`config.mk`:
```
export PLATFORM = sky130hd
export DESIGN_NAME = rms_mode_seq
export DESIGN_NICKNAME = d
export VERILOG_FILES = /design/src/rms_timer.v /design/src/rms_spi_slave.v /design/src/rms_mode_seq.v
export VERILOG_INCLUDE_DIRS = /design/src
export SDC_FILE = /design/constraint.sdc
export NUM_CORES = 1
export LEC_CHECK = 0
export BUFFER_PORTS_ARGS = -buffer_cell sky130_fd_sc_hd__buf_2
export CAP_MARGIN = 20
export CORE_MARGIN = 2
export CORE_UTILIZATION = 40
export CTS_CLUSTER_DIAMETER = 200
export DETAILED_ROUTE_END_ITERATION = 10
export PLACE_DENSITY = 0.64
export RECOVER_POWER = 50
export SYNTH_ARGS = -nofsm -noshare
export SYNTH_HDL_FRONTEND = slang
export SYNTH_SLANG_ARGS = --single-unit
export TNS_END_PERCENT = 30
```
`constraint.sdc`:
```
create_clock -name clk -period 2.4 [get_ports clk]
set_clock_uncertainty 0.1 [all_clocks]
set_input_delay 0.48 -clock clk [delete_from_list [all_inputs] [get_ports clk]]
set_output_delay 0.48 -clock clk [all_outputs]
set_load 0.02 [all_outputs]
```
`src/rms_map.vh`:
```
// Register map, field positions, reset values and timing constants of the mode sequencer
`ifndef RMS_MAP_VH
`define RMS_MAP_VH

// ---------------------------------------------------------------
// Register addresses
// ---------------------------------------------------------------
`define RMS_ADDR_DEV_STATE   7'h02
`define RMS_ADDR_FLAGS_A     7'h03
`define RMS_ADDR_FLAGS_B     7'h04
`define RMS_ADDR_MASK_A      7'h05
`define RMS_ADDR_MASK_B      7'h06
`define RMS_ADDR_OP_MODE     7'h07
`define RMS_ADDR_CAL_CTRL    7'h08
`define RMS_ADDR_FREQ_BAND   7'h75
`define RMS_ADDR_FREQ_HI     7'h76
`define RMS_ADDR_FREQ_LO     7'h77
`define RMS_ADDR_HOP_STEP    7'h79
`define RMS_ADDR_HOP_CHAN    7'h7A

// ---------------------------------------------------------------
// Operating mode and calibration control fields
// ---------------------------------------------------------------
`define RMS_OPM_XTAL_KEEP    0
`define RMS_OPM_SYNTH_KEEP   1
`define RMS_OPM_RX_REQ       2
`define RMS_OPM_BATT_MON     5
`define RMS_OPM_WAKE_TMR     6
`define RMS_OPM_SOFT_RST     7
`define RMS_OPM_RESET        8'h01
`define RMS_CAL_VCO_EN       0
`define RMS_CAL_RESET        8'h01

// ---------------------------------------------------------------
// Interrupt fields
// ---------------------------------------------------------------
`define RMS_FLAGS_A_USED     8'h98
`define RMS_MASK_A_RESET     8'h00
`define RMS_MASK_B_RESET     8'h01
`define RMS_FLAG_B_CHIP_RDY  1
`define RMS_FLAG_B_POWER_UP  0

// ---------------------------------------------------------------
// Chip power state codes
// ---------------------------------------------------------------
`define RMS_CPS_IDLE         2'b00
`define RMS_CPS_RX           2'b01
`define RMS_CPS_TUNE         2'b10

// ---------------------------------------------------------------
// Timing
// ---------------------------------------------------------------
`define RMS_CLK_MHZ          250
`define RMS_PLL_SETTLE_US    100
`define RMS_PLL_TOTAL_US     200
`define RMS_VCO_BIAS_US      10
`define RMS_XTAL_START_US    20
`define RMS_SETTLE_CYC       (`RMS_PLL_SETTLE_US * `RMS_CLK_MHZ)
`define RMS_BIAS_CYC         (`RMS_VCO_BIAS_US * `RMS_CLK_MHZ)
`define RMS_CAL_CYC          ((`RMS_PLL_TOTAL_US - `RMS_PLL_SETTLE_US - `RMS_VCO_BIAS_US) * `RMS_CLK_MHZ)
`define RMS_XTAL_CYC         (`RMS_XTAL_START_US * `RMS_CLK_MHZ)

`endif

```
`src/rms_timer.v`:
```
// Loadable down counter used for the sequencer waits
`timescale 1ns/1ps
module rms_timer #(
  parameter TW = 16
) (
  input  wire          clk,
  input  wire          reset,
  input  wire          load,
  input  wire [TW-1:0] load_val,
  output reg           done_q
);

  reg [TW-1:0] cnt_q;

  // ---------------------------------------------------------------
  // Counter
  // ---------------------------------------------------------------
  always @(posedge clk) begin
    if (reset) begin
      cnt_q  <= {TW{1'b0}};
      done_q <= 1'b0;
    end else if (load) begin
      cnt_q  <= load_val;
      done_q <= 1'b0;
    end else if (cnt_q != {TW{1'b0}}) begin
      cnt_q  <= cnt_q - {{(TW-1){1'b0}}, 1'b1};
      done_q <= (cnt_q == {{(TW-1){1'b0}}, 1'b1});
    end else begin
      done_q <= 1'b0;
    end
  end

endmodule // rms_timer

```
`src/rms_spi_slave.v`:
```
// Serial register port: pin synchronisers, 16-bit framing with burst, read data shifter
`timescale 1ns/1ps
module rms_spi_slave (
  input  wire       clk,
  input  wire       reset,
  input  wire       sclk,
  input  wire       sdi,
  input  wire       sel_n,
  input  wire [7:0] rdata,
  output reg        wr_stb_q,
  output reg        rd_stb_q,
  output reg  [6:0] addr_q,
  output reg  [7:0] wdata_q,
  output reg        sdo_q
);

  reg [2:0] sclk_s;
  reg [1:0] sdi_s;
  reg [1:0] sel_n_s;
  reg [2:0] bit_cnt_q;
  reg [6:0] shift_in_q;
  reg [7:0] shift_out_q;
  reg       first_q;
  reg       is_write_q;
  reg       load_pend_q;
  wire      rise = sclk_s[1] & ~sclk_s[2];
  wire      fall = ~sclk_s[1] & sclk_s[2];
  wire [7:0] byte_in = {shift_in_q, sdi_s[1]};

  // ---------------------------------------------------------------
  // Synchronisers
  // ---------------------------------------------------------------
  always @(posedge clk) begin
    if (reset) begin
      sclk_s  <= 3'h0;
      sdi_s   <= 2'h0;
      sel_n_s <= 2'h3;
    end else begin
      sclk_s  <= {sclk_s[1:0], sclk};
      sdi_s   <= {sdi_s[0], sdi};
      sel_n_s <= {sel_n_s[0], sel_n};
    end
  end

  // ---------------------------------------------------------------
  // Framing
  // ---------------------------------------------------------------
  always @(posedge clk) begin
    if (reset) begin
      bit_cnt_q   <= 3'h0;
      shift_in_q  <= 7'h00;
      shift_out_q <= 8'h00;
      first_q     <= 1'b1;
      is_write_q  <= 1'b0;
      load_pend_q <= 1'b0;
      wr_stb_q    <= 1'b0;
      rd_stb_q    <= 1'b0;
      addr_q      <= 7'h00;
      wdata_q     <= 8'h00;
      sdo_q       <= 1'b1;
    end else begin
      wr_stb_q <= 1'b0;
      rd_stb_q <= 1'b0;
      if (sel_n_s[1]) begin
        // Idle line is pulled high
        bit_cnt_q   <= 3'h0;
        first_q     <= 1'b1;
        load_pend_q <= 1'b0;
        sdo_q       <= 1'b1;
      end else begin
        if (rise) begin
          shift_in_q <= byte_in[6:0];
          bit_cnt_q  <= bit_cnt_q + 3'h1;
          if (bit_cnt_q == 3'h7) begin
            if (first_q) begin
              first_q    <= 1'b0;
              is_write_q <= byte_in[7];
              addr_q     <= byte_in[6:0];
              if (!byte_in[7]) begin
                rd_stb_q    <= 1'b1;
                load_pend_q <= 1'b1;
              end
            end else if (is_write_q) begin
              wr_stb_q <= 1'b1;
              wdata_q  <= byte_in;
            end else begin
              // Burst read: fetch the next address
              addr_q      <= addr_q + 7'h01;
              rd_stb_q    <= 1'b1;
              load_pend_q <= 1'b1;
            end
          end
        end
        if (wr_stb_q) begin
          addr_q <= addr_q + 7'h01;
        end
        if (fall && !first_q && !is_write_q) begin
          if (load_pend_q) begin
            sdo_q       <= rdata[7];
            shift_out_q <= {rdata[6:0], 1'b0};
            load_pend_q <= 1'b0;
          end else begin
            sdo_q       <= shift_out_q[7];
            shift_out_q <= {shift_out_q[6:0], 1'b0};
          end
        end
      end
    end
  end

endmodule // rms_spi_slave

```
`src/rms_mode_seq.v`:
```
// Operating mode state machine, receive sequencer, status and interrupt registers
`timescale 1ns/1ps
`include "rms_map.vh"

module rms_mode_seq #(
  parameter SETTLE_CYC = `RMS_SETTLE_CYC,
  parameter BIAS_CYC   = `RMS_BIAS_CYC,
  parameter CAL_CYC    = `RMS_CAL_CYC,
  parameter XTAL_CYC   = `RMS_XTAL_CYC,
  parameter TW         = 16
) (
  input  wire       clk,
  input  wire       reset,
  input  wire       sclk,
  input  wire       sdi,
  input  wire       sel_n,
  input  wire [7:0] evt_a,
  input  wire [7:0] evt_b,
  input  wire       fifo_overflow,
  input  wire       fifo_underflow,
  input  wire       rx_fifo_empty,
  input  wire       freq_error,
  input  wire       vco_cal_done,
  input  wire       adc_cal_done,
  output wire       sdo,
  output reg        irq_n_q,
  output reg        low_power_regulator_q,
  output reg        main_regulator_q,
  output reg        wake_timer_en_q,
  output reg        batt_detect_en_q,
  output reg        xtal_en_q,
  output reg        pll_en_q,
  output reg        vco_cal_req_q,
  output reg        rx_frontend_en_q,
  output reg        adc_cal_req_q,
  output reg        modem_rx_en_q
);

  // ---------------------------------------------------------------
  // States
  // ---------------------------------------------------------------
  localparam [3:0] S_OFF     = 4'h0;
  localparam [3:0] S_REG     = 4'h1;
  localparam [3:0] S_XTAL    = 4'h2;
  localparam [3:0] S_XTAL_ON = 4'h3;
  localparam [3:0] S_PLL     = 4'h4;
  localparam [3:0] S_BIAS    = 4'h5;
  localparam [3:0] S_CAL     = 4'h6;
  localparam [3:0] S_SETTLE  = 4'h7;
  localparam [3:0] S_LOCK    = 4'h8;
  localparam [3:0] S_RXEN    = 4'h9;
  localparam [3:0] S_ADCCAL  = 4'hA;
  localparam [3:0] S_RX      = 4'hB;

  localparam [TW-1:0] SETTLE_LD = SETTLE_CYC[TW-1:0];
  localparam [TW-1:0] BIAS_LD   = BIAS_CYC[TW-1:0];
  localparam [TW-1:0] CAL_LD    = CAL_CYC[TW-1:0];
  localparam [TW-1:0] XTAL_LD   = XTAL_CYC[TW-1:0];

  // ---------------------------------------------------------------
  // Declarations
  // ---------------------------------------------------------------
  reg  [7:0]    op_mode_q;
  reg  [7:0]    cal_ctrl_q;
  reg  [7:0]    mask_a_q;
  reg  [7:0]    mask_b_q;
  reg  [7:0]    flags_a_q;
  reg  [7:0]    flags_b_q;
  reg  [7:0]    rdata_q;
  reg  [3:0]    state_q;
  reg  [3:0]    state_d;
  reg           freq_chg_q;
  reg           por_pend_q;
  reg           tmr_load;
  reg  [TW-1:0] tmr_val;
  reg           chip_rdy_evt;
  wire          wr_stb;
  wire          rd_stb;
  wire [6:0]    spi_addr;
  wire [7:0]    spi_wdata;
  wire          tmr_done;
  wire          soft_rst;
  wire          want_main;
  wire          want_pll;
  wire          want_rx;
  wire          sleep_sel;
  wire          sensor_sel;
  wire [7:0]    set_a;
  wire [7:0]    set_b;
  wire [1:0]    cps;

  // ---------------------------------------------------------------
  // Register address decode helper
  // ---------------------------------------------------------------
  function hit;
    input [6:0] a;
    input [6:0] ref_addr;
    begin
      hit = (a == ref_addr);
    end
  endfunction

  // ---------------------------------------------------------------
  // Submodules
  // ---------------------------------------------------------------
  rms_spi_slave u_spi (
    .clk      (clk),
    .reset    (reset),
    .sclk     (sclk),
    .sdi      (sdi),
    .sel_n    (sel_n),
    .rdata    (rdata_q),
    .wr_stb_q (wr_stb),
    .rd_stb_q (rd_stb),
    .addr_q   (spi_addr),
    .wdata_q  (spi_wdata),
    .sdo_q    (sdo)
  );

  rms_timer #(
    .TW (TW)
  ) u_tmr (
    .clk      (clk),
    .reset    (reset),
    .load     (tmr_load),
    .load_val (tmr_val),
    .done_q   (tmr_done)
  );

  // ---------------------------------------------------------------
  // Mode selection
  // ---------------------------------------------------------------
  assign soft_rst   = wr_stb & hit(spi_addr, `RMS_ADDR_OP_MODE) & spi_wdata[`RMS_OPM_SOFT_RST];
  assign want_rx    = op_mode_q[`RMS_OPM_RX_REQ];
  assign want_pll   = want_rx | op_mode_q[`RMS_OPM_SYNTH_KEEP];
  // Tune forces the crystal without its keep-on bit
  assign want_main  = want_pll | op_mode_q[`RMS_OPM_XTAL_KEEP];
  assign sensor_sel = ~want_main & op_mode_q[`RMS_OPM_BATT_MON];
  assign sleep_sel  = ~want_main & ~sensor_sel & op_mode_q[`RMS_OPM_WAKE_TMR];
  assign cps        = (state_q == S_RX) ? `RMS_CPS_RX :
                      (state_q == S_LOCK) ? `RMS_CPS_TUNE : `RMS_CPS_IDLE;

  // ---------------------------------------------------------------
  // Control registers
  // ---------------------------------------------------------------
  always @(posedge clk) begin
    if (reset || soft_rst) begin
      op_mode_q  <= `RMS_OPM_RESET;
      cal_ctrl_q <= `RMS_CAL_RESET;
      mask_a_q   <= `RMS_MASK_A_RESET;
      mask_b_q   <= `RMS_MASK_B_RESET;
      freq_chg_q <= 1'b0;
    end else begin
      if (wr_stb) begin
        if (hit(spi_addr, `RMS_ADDR_OP_MODE)) begin
          // Zero write leaves only the low-power regulator
          op_mode_q <= spi_wdata;
        end
        if (hit(spi_addr, `RMS_ADDR_CAL_CTRL)) begin
          cal_ctrl_q <= spi_wdata;
        end
        if (hit(spi_addr, `RMS_ADDR_MASK_A)) begin
          mask_a_q <= spi_wdata & `RMS_FLAGS_A_USED;
        end
        if (hit(spi_addr, `RMS_ADDR_MASK_B)) begin
          mask_b_q <= spi_wdata;
        end
      end
      // Set wins over the clear taken on entry to the PLL step
      if (wr_stb && (hit(spi_addr, `RMS_ADDR_FREQ_BAND) || hit(spi_addr, `RMS_ADDR_FREQ_HI) ||
          hit(spi_addr, `RMS_ADDR_FREQ_LO) || hit(spi_addr, `RMS_ADDR_HOP_STEP) ||
          hit(spi_addr, `RMS_ADDR_HOP_CHAN))) begin
        freq_chg_q <= 1'b1;
      end else if (state_q == S_PLL) begin
        freq_chg_q <= 1'b0;
      end
    end
  end

  // ---------------------------------------------------------------
  // Interrupt flags
  // ---------------------------------------------------------------
  assign set_a = evt_a & `RMS_FLAGS_A_USED;
  assign set_b = evt_b | ({7'h00, por_pend_q} << `RMS_FLAG_B_POWER_UP)
                       | ({7'h00, chip_rdy_evt} << `RMS_FLAG_B_CHIP_RDY);

  always @(posedge clk) begin
    if (reset || soft_rst) begin
      flags_a_q  <= 8'h00;
      flags_b_q  <= 8'h00;
      por_pend_q <= 1'b1;
    end else begin
      por_pend_q <= 1'b0;
      // Enabled bits clear on read; new events in the same cycle survive
      if (rd_stb && hit(spi_addr, `RMS_ADDR_FLAGS_A)) begin
        flags_a_q <= (flags_a_q & ~mask_a_q) | set_a;
      end else begin
        flags_a_q <= flags_a_q | set_a;
      end
      if (rd_stb && hit(spi_addr, `RMS_ADDR_FLAGS_B)) begin
        flags_b_q <= (flags_b_q & ~mask_b_q) | set_b;
      end else begin
        flags_b_q <= flags_b_q | set_b;
      end
    end
  end

  // Pin follows the enabled pending set; released by the clearing read
  always @(posedge clk) begin
    if (reset) begin
      irq_n_q <= 1'b1;
    end else begin
      irq_n_q <= ~(|(flags_a_q & mask_a_q) | |(flags_b_q & mask_b_q));
    end
  end

  // ---------------------------------------------------------------
  // Read data
  // ---------------------------------------------------------------
  // Captured before the clear so the host sees the events it clears
  always @(posedge clk) begin
    if (reset) begin
      rdata_q <= 8'h00;
    end else if (rd_stb) begin
      case (spi_addr)
        `RMS_ADDR_DEV_STATE: rdata_q <= {fifo_overflow, fifo_underflow, rx_fifo_empty, 1'b0,
                                         freq_error, 1'b0, cps};
        `RMS_ADDR_FLAGS_A:   rdata_q <= flags_a_q;
        `RMS_ADDR_FLAGS_B:   rdata_q <= flags_b_q;
        `RMS_ADDR_MASK_A:    rdata_q <= mask_a_q;
        `RMS_ADDR_MASK_B:    rdata_q <= mask_b_q;
        `RMS_ADDR_OP_MODE:   rdata_q <= op_mode_q;
        `RMS_ADDR_CAL_CTRL:  rdata_q <= cal_ctrl_q;
        default:             rdata_q <= 8'h00;
      endcase
    end
  end

  // ---------------------------------------------------------------
  // Sequencer
  // ---------------------------------------------------------------
  always @* begin
    state_d      = state_q;
    tmr_load     = 1'b0;
    tmr_val      = {TW{1'b0}};
    chip_rdy_evt = 1'b0;
    case (state_q)
      S_OFF: begin
        if (want_main) begin
          state_d = S_REG;
        end
      end
      S_REG: begin
        tmr_load = 1'b1;
        tmr_val  = XTAL_LD;
        state_d  = S_XTAL;
      end
      S_XTAL: begin
        if (!want_main) begin
          state_d = S_OFF;
        end else if (tmr_done) begin
          chip_rdy_evt = 1'b1;
          state_d      = S_XTAL_ON;
        end
      end
      S_XTAL_ON: begin
        if (!want_main) begin
          state_d = S_OFF;
        end else if (want_pll) begin
          state_d = S_PLL;
        end
      end
      S_PLL: begin
        tmr_load = 1'b1;
        tmr_val  = BIAS_LD;
        state_d  = S_BIAS;
      end
      S_BIAS: begin
        if (!want_pll) begin
          state_d = S_XTAL_ON;
        end else if (tmr_done) begin
          tmr_load = 1'b1;
          if (cal_ctrl_q[`RMS_CAL_VCO_EN]) begin
            tmr_val = CAL_LD;
            state_d = S_CAL;
          end else begin
            tmr_val = SETTLE_LD;
            state_d = S_SETTLE;
          end
        end
      end
      S_CAL: begin
        // Calibration is cut short to hold the 200 us budget
        if (!want_pll) begin
          state_d = S_XTAL_ON;
        end else if (vco_cal_done || tmr_done) begin
          tmr_load = 1'b1;
          tmr_val  = SETTLE_LD;
          state_d  = S_SETTLE;
        end
      end
      S_SETTLE: begin
        if (!want_pll) begin
          state_d = S_XTAL_ON;
        end else if (tmr_done) begin
          state_d = S_LOCK;
        end
      end
      S_LOCK: begin
        if (!want_pll) begin
          state_d = S_XTAL_ON;
        end else if (freq_chg_q) begin
          state_d = S_PLL;
        end else if (want_rx) begin
          state_d = S_RXEN;
        end
      end
      S_RXEN: begin
        state_d = want_rx ? S_ADCCAL : S_LOCK;
      end
      S_ADCCAL: begin
        if (!want_rx) begin
          state_d = S_LOCK;
        end else if (adc_cal_done) begin
          state_d = S_RX;
        end
      end
      S_RX: begin
        // Frequency change restarts the PLL step; recalibrates only if cal_ctrl_q enables the VCO calibration
        if (freq_chg_q) begin
          state_d = S_PLL;
        end else if (!want_rx) begin
          state_d = S_LOCK;
        end
      end
      default: begin
        state_d = S_OFF;
      end
    endcase
  end

  // ---------------------------------------------------------------
  // State and power outputs
  // ---------------------------------------------------------------
  always @(posedge clk) begin
    if (reset || soft_rst) begin
      state_q               <= S_OFF;
      low_power_regulator_q <= 1'b1;
      main_regulator_q      <= 1'b0;
      wake_timer_en_q       <= 1'b0;
      batt_detect_en_q      <= 1'b0;
      xtal_en_q             <= 1'b0;
      pll_en_q              <= 1'b0;
      vco_cal_req_q         <= 1'b0;
      rx_frontend_en_q      <= 1'b0;
      adc_cal_req_q         <= 1'b0;
      modem_rx_en_q         <= 1'b0;
    end else begin
      state_q               <= state_d;
      // Low-power regulator only carries S_OFF (off, sleep and sensor modes)
      low_power_regulator_q <= (state_d == S_OFF);
      main_regulator_q      <= (state_d != S_OFF);
      wake_timer_en_q       <= (state_d == S_OFF) & (sleep_sel | sensor_sel);
      batt_detect_en_q      <= (state_d == S_OFF) & sensor_sel;
      xtal_en_q             <= (state_d != S_OFF) & (state_d != S_REG);
      pll_en_q              <= (state_d >= S_PLL);
      vco_cal_req_q         <= (state_d == S_CAL);
      rx_frontend_en_q      <= (state_d >= S_RXEN);
      adc_cal_req_q         <= (state_d == S_ADCCAL);
      modem_rx_en_q         <= (state_d == S_RX);
    end
  end

endmodule // rms_mode_seq

```
Yosys cells after proc, flatten, opt, wreduce, memory -nomap -nowiden
Cells that the tools add are included.
{"block": "classes", "addsub": 3, "n_lt_le_gt_ge": 2, "n_eq_ne": 30, "n_mux": 62, "bitwise": 36, "n_reduce_logical": 38}
{"op": "4-bit 2-to-1 mux", "count": 18}
{"op": "15-bit 2-to-1 mux", "count": 4}
{"op": "15-bit one-hot mux with 4 select lines", "count": 1}
{"op": "8-bit one-hot mux with 7 select lines", "count": 1}
{"op": "4-bit one-hot mux with 12 select lines", "count": 1}
{"op": "7-bit equality test (second input constant)", "count": 5}
{"op": "7-bit 2-to-1 mux", "count": 5}
{"op": "8-bit AND", "count": 4}
{"op": "16-bit 2-to-1 mux", "count": 2}
{"op": "8-bit bitwise OR", "count": 4}
{"op": "7-bit by 3-bit equality test with 1-bit output (second input constant)", "count": 4}
{"op": "4-bit equality test (second input constant)", "count": 6}
{"op": "8-bit 2-to-1 mux", "count": 3}
{"op": "1-bit 2-to-1 mux", "count": 22}
{"op": "4-bit by 3-bit equality test with 1-bit output (second input constant)", "count": 5}
{"op": "16-bit by 1-bit equality test with 1-bit output (second input constant)", "count": 1}
{"op": "8-bit NOT", "count": 2}
{"op": "16-bit nonzero test", "count": 1}
{"op": "8-bit OR reduction", "count": 2}
{"op": "16-bit by 1-bit subtractor with 16-bit output (second input constant)", "count": 1}
{"op": "7-bit by 2-bit equality test with 1-bit output (second input constant)", "count": 2}
{"op": "14-bit 2-to-1 mux", "count": 1}
{"op": "2-bit AND reduction", "count": 7}
{"op": "1-bit AND", "count": 10}
{"op": "other kinds (28)", "count": 59}
{"block": "word_totals", "register_bits": 131, "in_bits": 27, "out_inout_bits": 12}

Longest topological paths before layout
{"block": "depth", "word_depth": 9, "ltp_mapped": 8, "ltp_nobuf": 7}

Hierarchy
From an unflattened synthesis, not the netlist that was laid out.
{"block": "hier_totals", "hier_cells": 676, "hier_area_um2": 5982.0}
{"module": "rms_mode_seq", "n_inst": 1, "cells_each": 364, "area_per_inst_um2": 3080.5}
{"module": "rms_spi_slave", "n_inst": 1, "cells_each": 194, "area_per_inst_um2": 1904.3}
{"module": "rms_timer", "n_inst": 1, "cells_each": 118, "area_per_inst_um2": 997.2}

Least setup slack after synthesis
No wires, ideal clock.
{"block": "synth_timing", "path_type": "reg-to-reg", "startpoint": "register u_tmr.cnt_q[0]", "endpoint": "register u_tmr.cnt_q[3]", "setup_ns": 0.059, "arrival_ns": 2.063, "required_time_ns": 2.241, "setup_slack_ns": 0.178, "path_stages_with_launch": 9, "synth_period_minus_slack_ns": 2.222, "cell_sequence": "dfxtp_1 inv_1 ha_1 or3b_2 clkbuf_1 nor4_4 a211oi_2 a311oi_2 o31a_1"}
{"block": "synth_via", "elab_chain_len": 3, "elab_cells_between_ends": 5}
{"item": "start, declared", "line_no": "rms_timer.v:13", "text": "reg [TW-1:0] cnt_q;"}
{"item": "start signal, assigned", "line_no": "rms_timer.v:20", "text": "cnt_q <= {TW{1'b0}};"}
{"item": "start signal, assigned", "line_no": "rms_timer.v:23", "text": "cnt_q <= load_val;"}
{"item": "start signal, assigned", "line_no": "rms_timer.v:26", "text": "cnt_q <= cnt_q - {{(TW-1){1'b0}}, 1'b1};"}
{"item": "16-bit by 1-bit subtractor with 16-bit output", "line_no": "rms_timer.v:26"}
{"item": "16-bit 2-to-1 mux", "line_no": "rms_timer.v:25", "text": "end else if (cnt_q != {TW{1'b0}}) begin"}
{"item": "16-bit 2-to-1 mux", "line_no": "rms_timer.v:22", "text": "end else if (load) begin"}
Parallel ways exist; a longest one is shown, timed or not. The select of a mux whose other input is x is not followed.
A chain may end at the register's enable or synchronous reset.

Worst setup path in the final report
Same ends and word-level chain as after synthesis.

==> results.ini <==
[status]
outcome=complete, no violations

[clock_network]
cts_sinks=125
cts_tree=yes
cts_htree_levels=4
clkLatencyLatePin_ps=430
numCtsBuffers=17
root_buffer=clkbuf_16
cts_hold_buf=0
cts.clk_slew.worst_paths_ps=60
postCtsSetupBuffers=0
clockBufferDepth=2

[min_path]
hold_class=input pin to flop
min-delay-start=sel_n

[die]
core_um2=14000
io_pins=39
die_w_um=124
dieArea_um2=15400
rows=43
initial_core_util_pct=41.2
fp.dieH_um=124

[logic_synthesis]
yosys_warnings=0
ys.flop_type=dfxtp_1
netlist_instances=676
synth_cell_types=69
ys_async_sr_fraction_pct=0
synth-edff-count=0
ys_seq_elements=125
avgSynthCellArea_um2=8.52
mappedNetlistArea_um2=5760
syn_nets=711
ys_seq_area_share_pct=43.5

[critical_path]
end_kind=flop
path_max_fanout=9
cp_data_required_time_ps=2600
r2r_start=u_tmr.cnt_q[0]
worstPathArrival_ps=2440
worstSetupPathType=flop to flop
cp-startpoint=u_tmr.cnt_q[0]
start_kind=flop

[sta]
rsz0062_at_grt=false
finalMaxSlewViolations=0
fin_setup_tns_ps=0
setup_viol=0
min_period_over_period_pct=93.4
relSlewSlack_pct=51.5
fin_crit_ps=2240
final_hold_viol_count=0
tightest_slew_ps=726
fmax_mhz=446

[layout]
diodes=0
drive_above_1_share_pct=12.5
nets=744
area_growth_pct=16.8
final_cell_mix=dfxtp_1, nor2_1, nand2_1
final_common_cell=dfxtp_1

[grt]
grt_overflow=0
grt_pass1_vias=4711
grt_use_total_pct=19.9
antenna_found_initial=1
grt_max_degree=67
grt_pass1_wl_um=23400

[drt]
routed_wl_um=14500
vias=5044
drtIter0Drc=395
wire_per_inst_um=16.1
drt_first_pass_iters=6
routed_via_density=5.59
ant_nets=0
drc=0

[place]
hpwl_um=10300
routabilityCongestion=0.900
port_buffers=33

[pwr]
power.internal_mw=4.28
switching_share_pct=29.5
ir_drop_uv=515
p_leak_nw=2.58
combPwrFrac_pct=18.5
powerDensity_nw_per_um2=903
p_switching_mw=1.79
clkPwrFrac_pct=42.3
seq_power_share_pct=39.2
p_total_mw=6.07

[job]
cap_violations=0

==> layout make-up <==
class | count | area [µm²]
Timing Repair Buffer | 58 | 327
Inverter | 12 | 45.0
Sequential cell | 125 | 2500
Fill cell | 1369 | 7270
Multi-Input combinational cell | 495 | 3030
Clock inverter | 14 | 156
Tap cell | 180 | 225
Clock buffer | 18 | 439
==> metrics by stage <==
step / setup slack, ps / hold slack, ps / instance area, µm² / instances / util (%)
final: 158 / 135 / 6720 / 902 / 48.1
after global routing: 50.4 / 150 / 6720 / 902 / 48.1
after CTS: 153 / 118 / 6770 / 902 / 48.4
after detailed placement: 175 / 307 / 6170 / 870 / 44.1
after global placement: 221 / 293 / 6170 / 870 / 44.1
after floorplan: 178 / 289 / 5760 / 676 / -
==> final timing paths <==
check        cells past startpoint          endpoint  slack, ps
max                              7    u_tmr.cnt_q[3]        160
min                              2  u_spi.sel_n_s[0]        130
max reg2reg                      7    u_tmr.cnt_q[3]        160
min reg2reg                      1  u_spi.sel_n_s[1]        310
==> state kept, by name, summed over array words and instances, names as in the netlist, 4 cells and up <==
| name | flops |
|---|---|
| flags_b_q | 8 |
| u_spi.shift_in_q | 7 |
| u_spi.wdata_q | 8 |
| u_spi.addr_q | 7 |
| cal_ctrl_q | 8 |
| rdata_q | 8 |
| op_mode_q | 8 |
| state_q | 4 |
| mask_b_q | 8 |
| u_tmr.cnt_q | 16 |
| u_spi.shift_out_q | 7 |
==> cells by family after synthesis <==
group / after synthesis / synth area share [%]
compound gates: 163 / 19.0
fa+ha+maj: 8 / 1.74
flops: 125 / 43.5
xor+xnor: 13 / 1.98
buf+inv: 56 / 3.87
simple gates: 279 / 24.4
mux: 32 / 5.59
==> cell usage after synthesis (3+ instances only) <==
cell type  count  area, µm²
nand3_1       30        150
nand2_1       71        267
a21oi_1       60        300
and3_1         8       50.1
nand4_1        3       18.8
and4_1         4       35.0
o2bb2ai_1      6       52.6
ha_1           8        100
o22ai_1        3       18.8
buf_2         10       50.1
o21ai_0       23        115
nor2_1        75        282
a22o_1        15        131
xnor2_1        6       52.6
a221oi_1       6       52.6
a22oi_1        4       30.0
or4_1          4       30.0
a31oi_1        3       18.8
inv_1         11       41.3
nor2b_1       13       81.3
or2_2          3       18.8
nand2b_1      15       93.8
a21o_1         4       30.0
nor3_2         3       30.0
nor3_1        24        120
a211oi_1      12       90.1
dfxtp_1      125       2500
xor2_1         7       61.3
nor4_1         6       37.5
mux2i_1       31        310
buf_1          3       11.3
clkbuf_1      31        116
==> layer usage <==
layer | global-route usage [%] | up-vias | part of all wire [%]
met5 | 0 | - | 0.089
met2 | 31.6 | 135 | 47
met4 | 7.94 | 2 | 2.2
met3 | 5.91 | 20 | 5.5
li1 | - | 2504 | -
met1 | 25.2 | 2383 | 45
==> power by group through the flow <==
stage	logic (mW)	clock network [mW]	registers [mW]
6_report	1.12	2.57	2.38
5_1_grt	1.24	2.71	2.40
4_1_cts	1.12	2.63	2.38
3_5_place_dp	1.11	0	2.42
3_3_place_gp	1.08	0	2.41
2_1_floorplan	0.907	0	2.38
==> critical path: stages, from the launching register on <==
cell      delay, ps
dfxtp_1         380
inv_1            90
ha_1            230
or3b_4          310
nor4_4           60
a211oi_2        520
a311oi_2        120
o31a_1          320
==> repair_timing <==
| action | in CTS | in global routing |
|---|---|---|
| resized for setup | 0 | 1 |
| hold endpoints to repair | 0 | 0 |
| endpoints found under the setup margin | 0 | 1 |
Power figures use the tool's default switching activity.
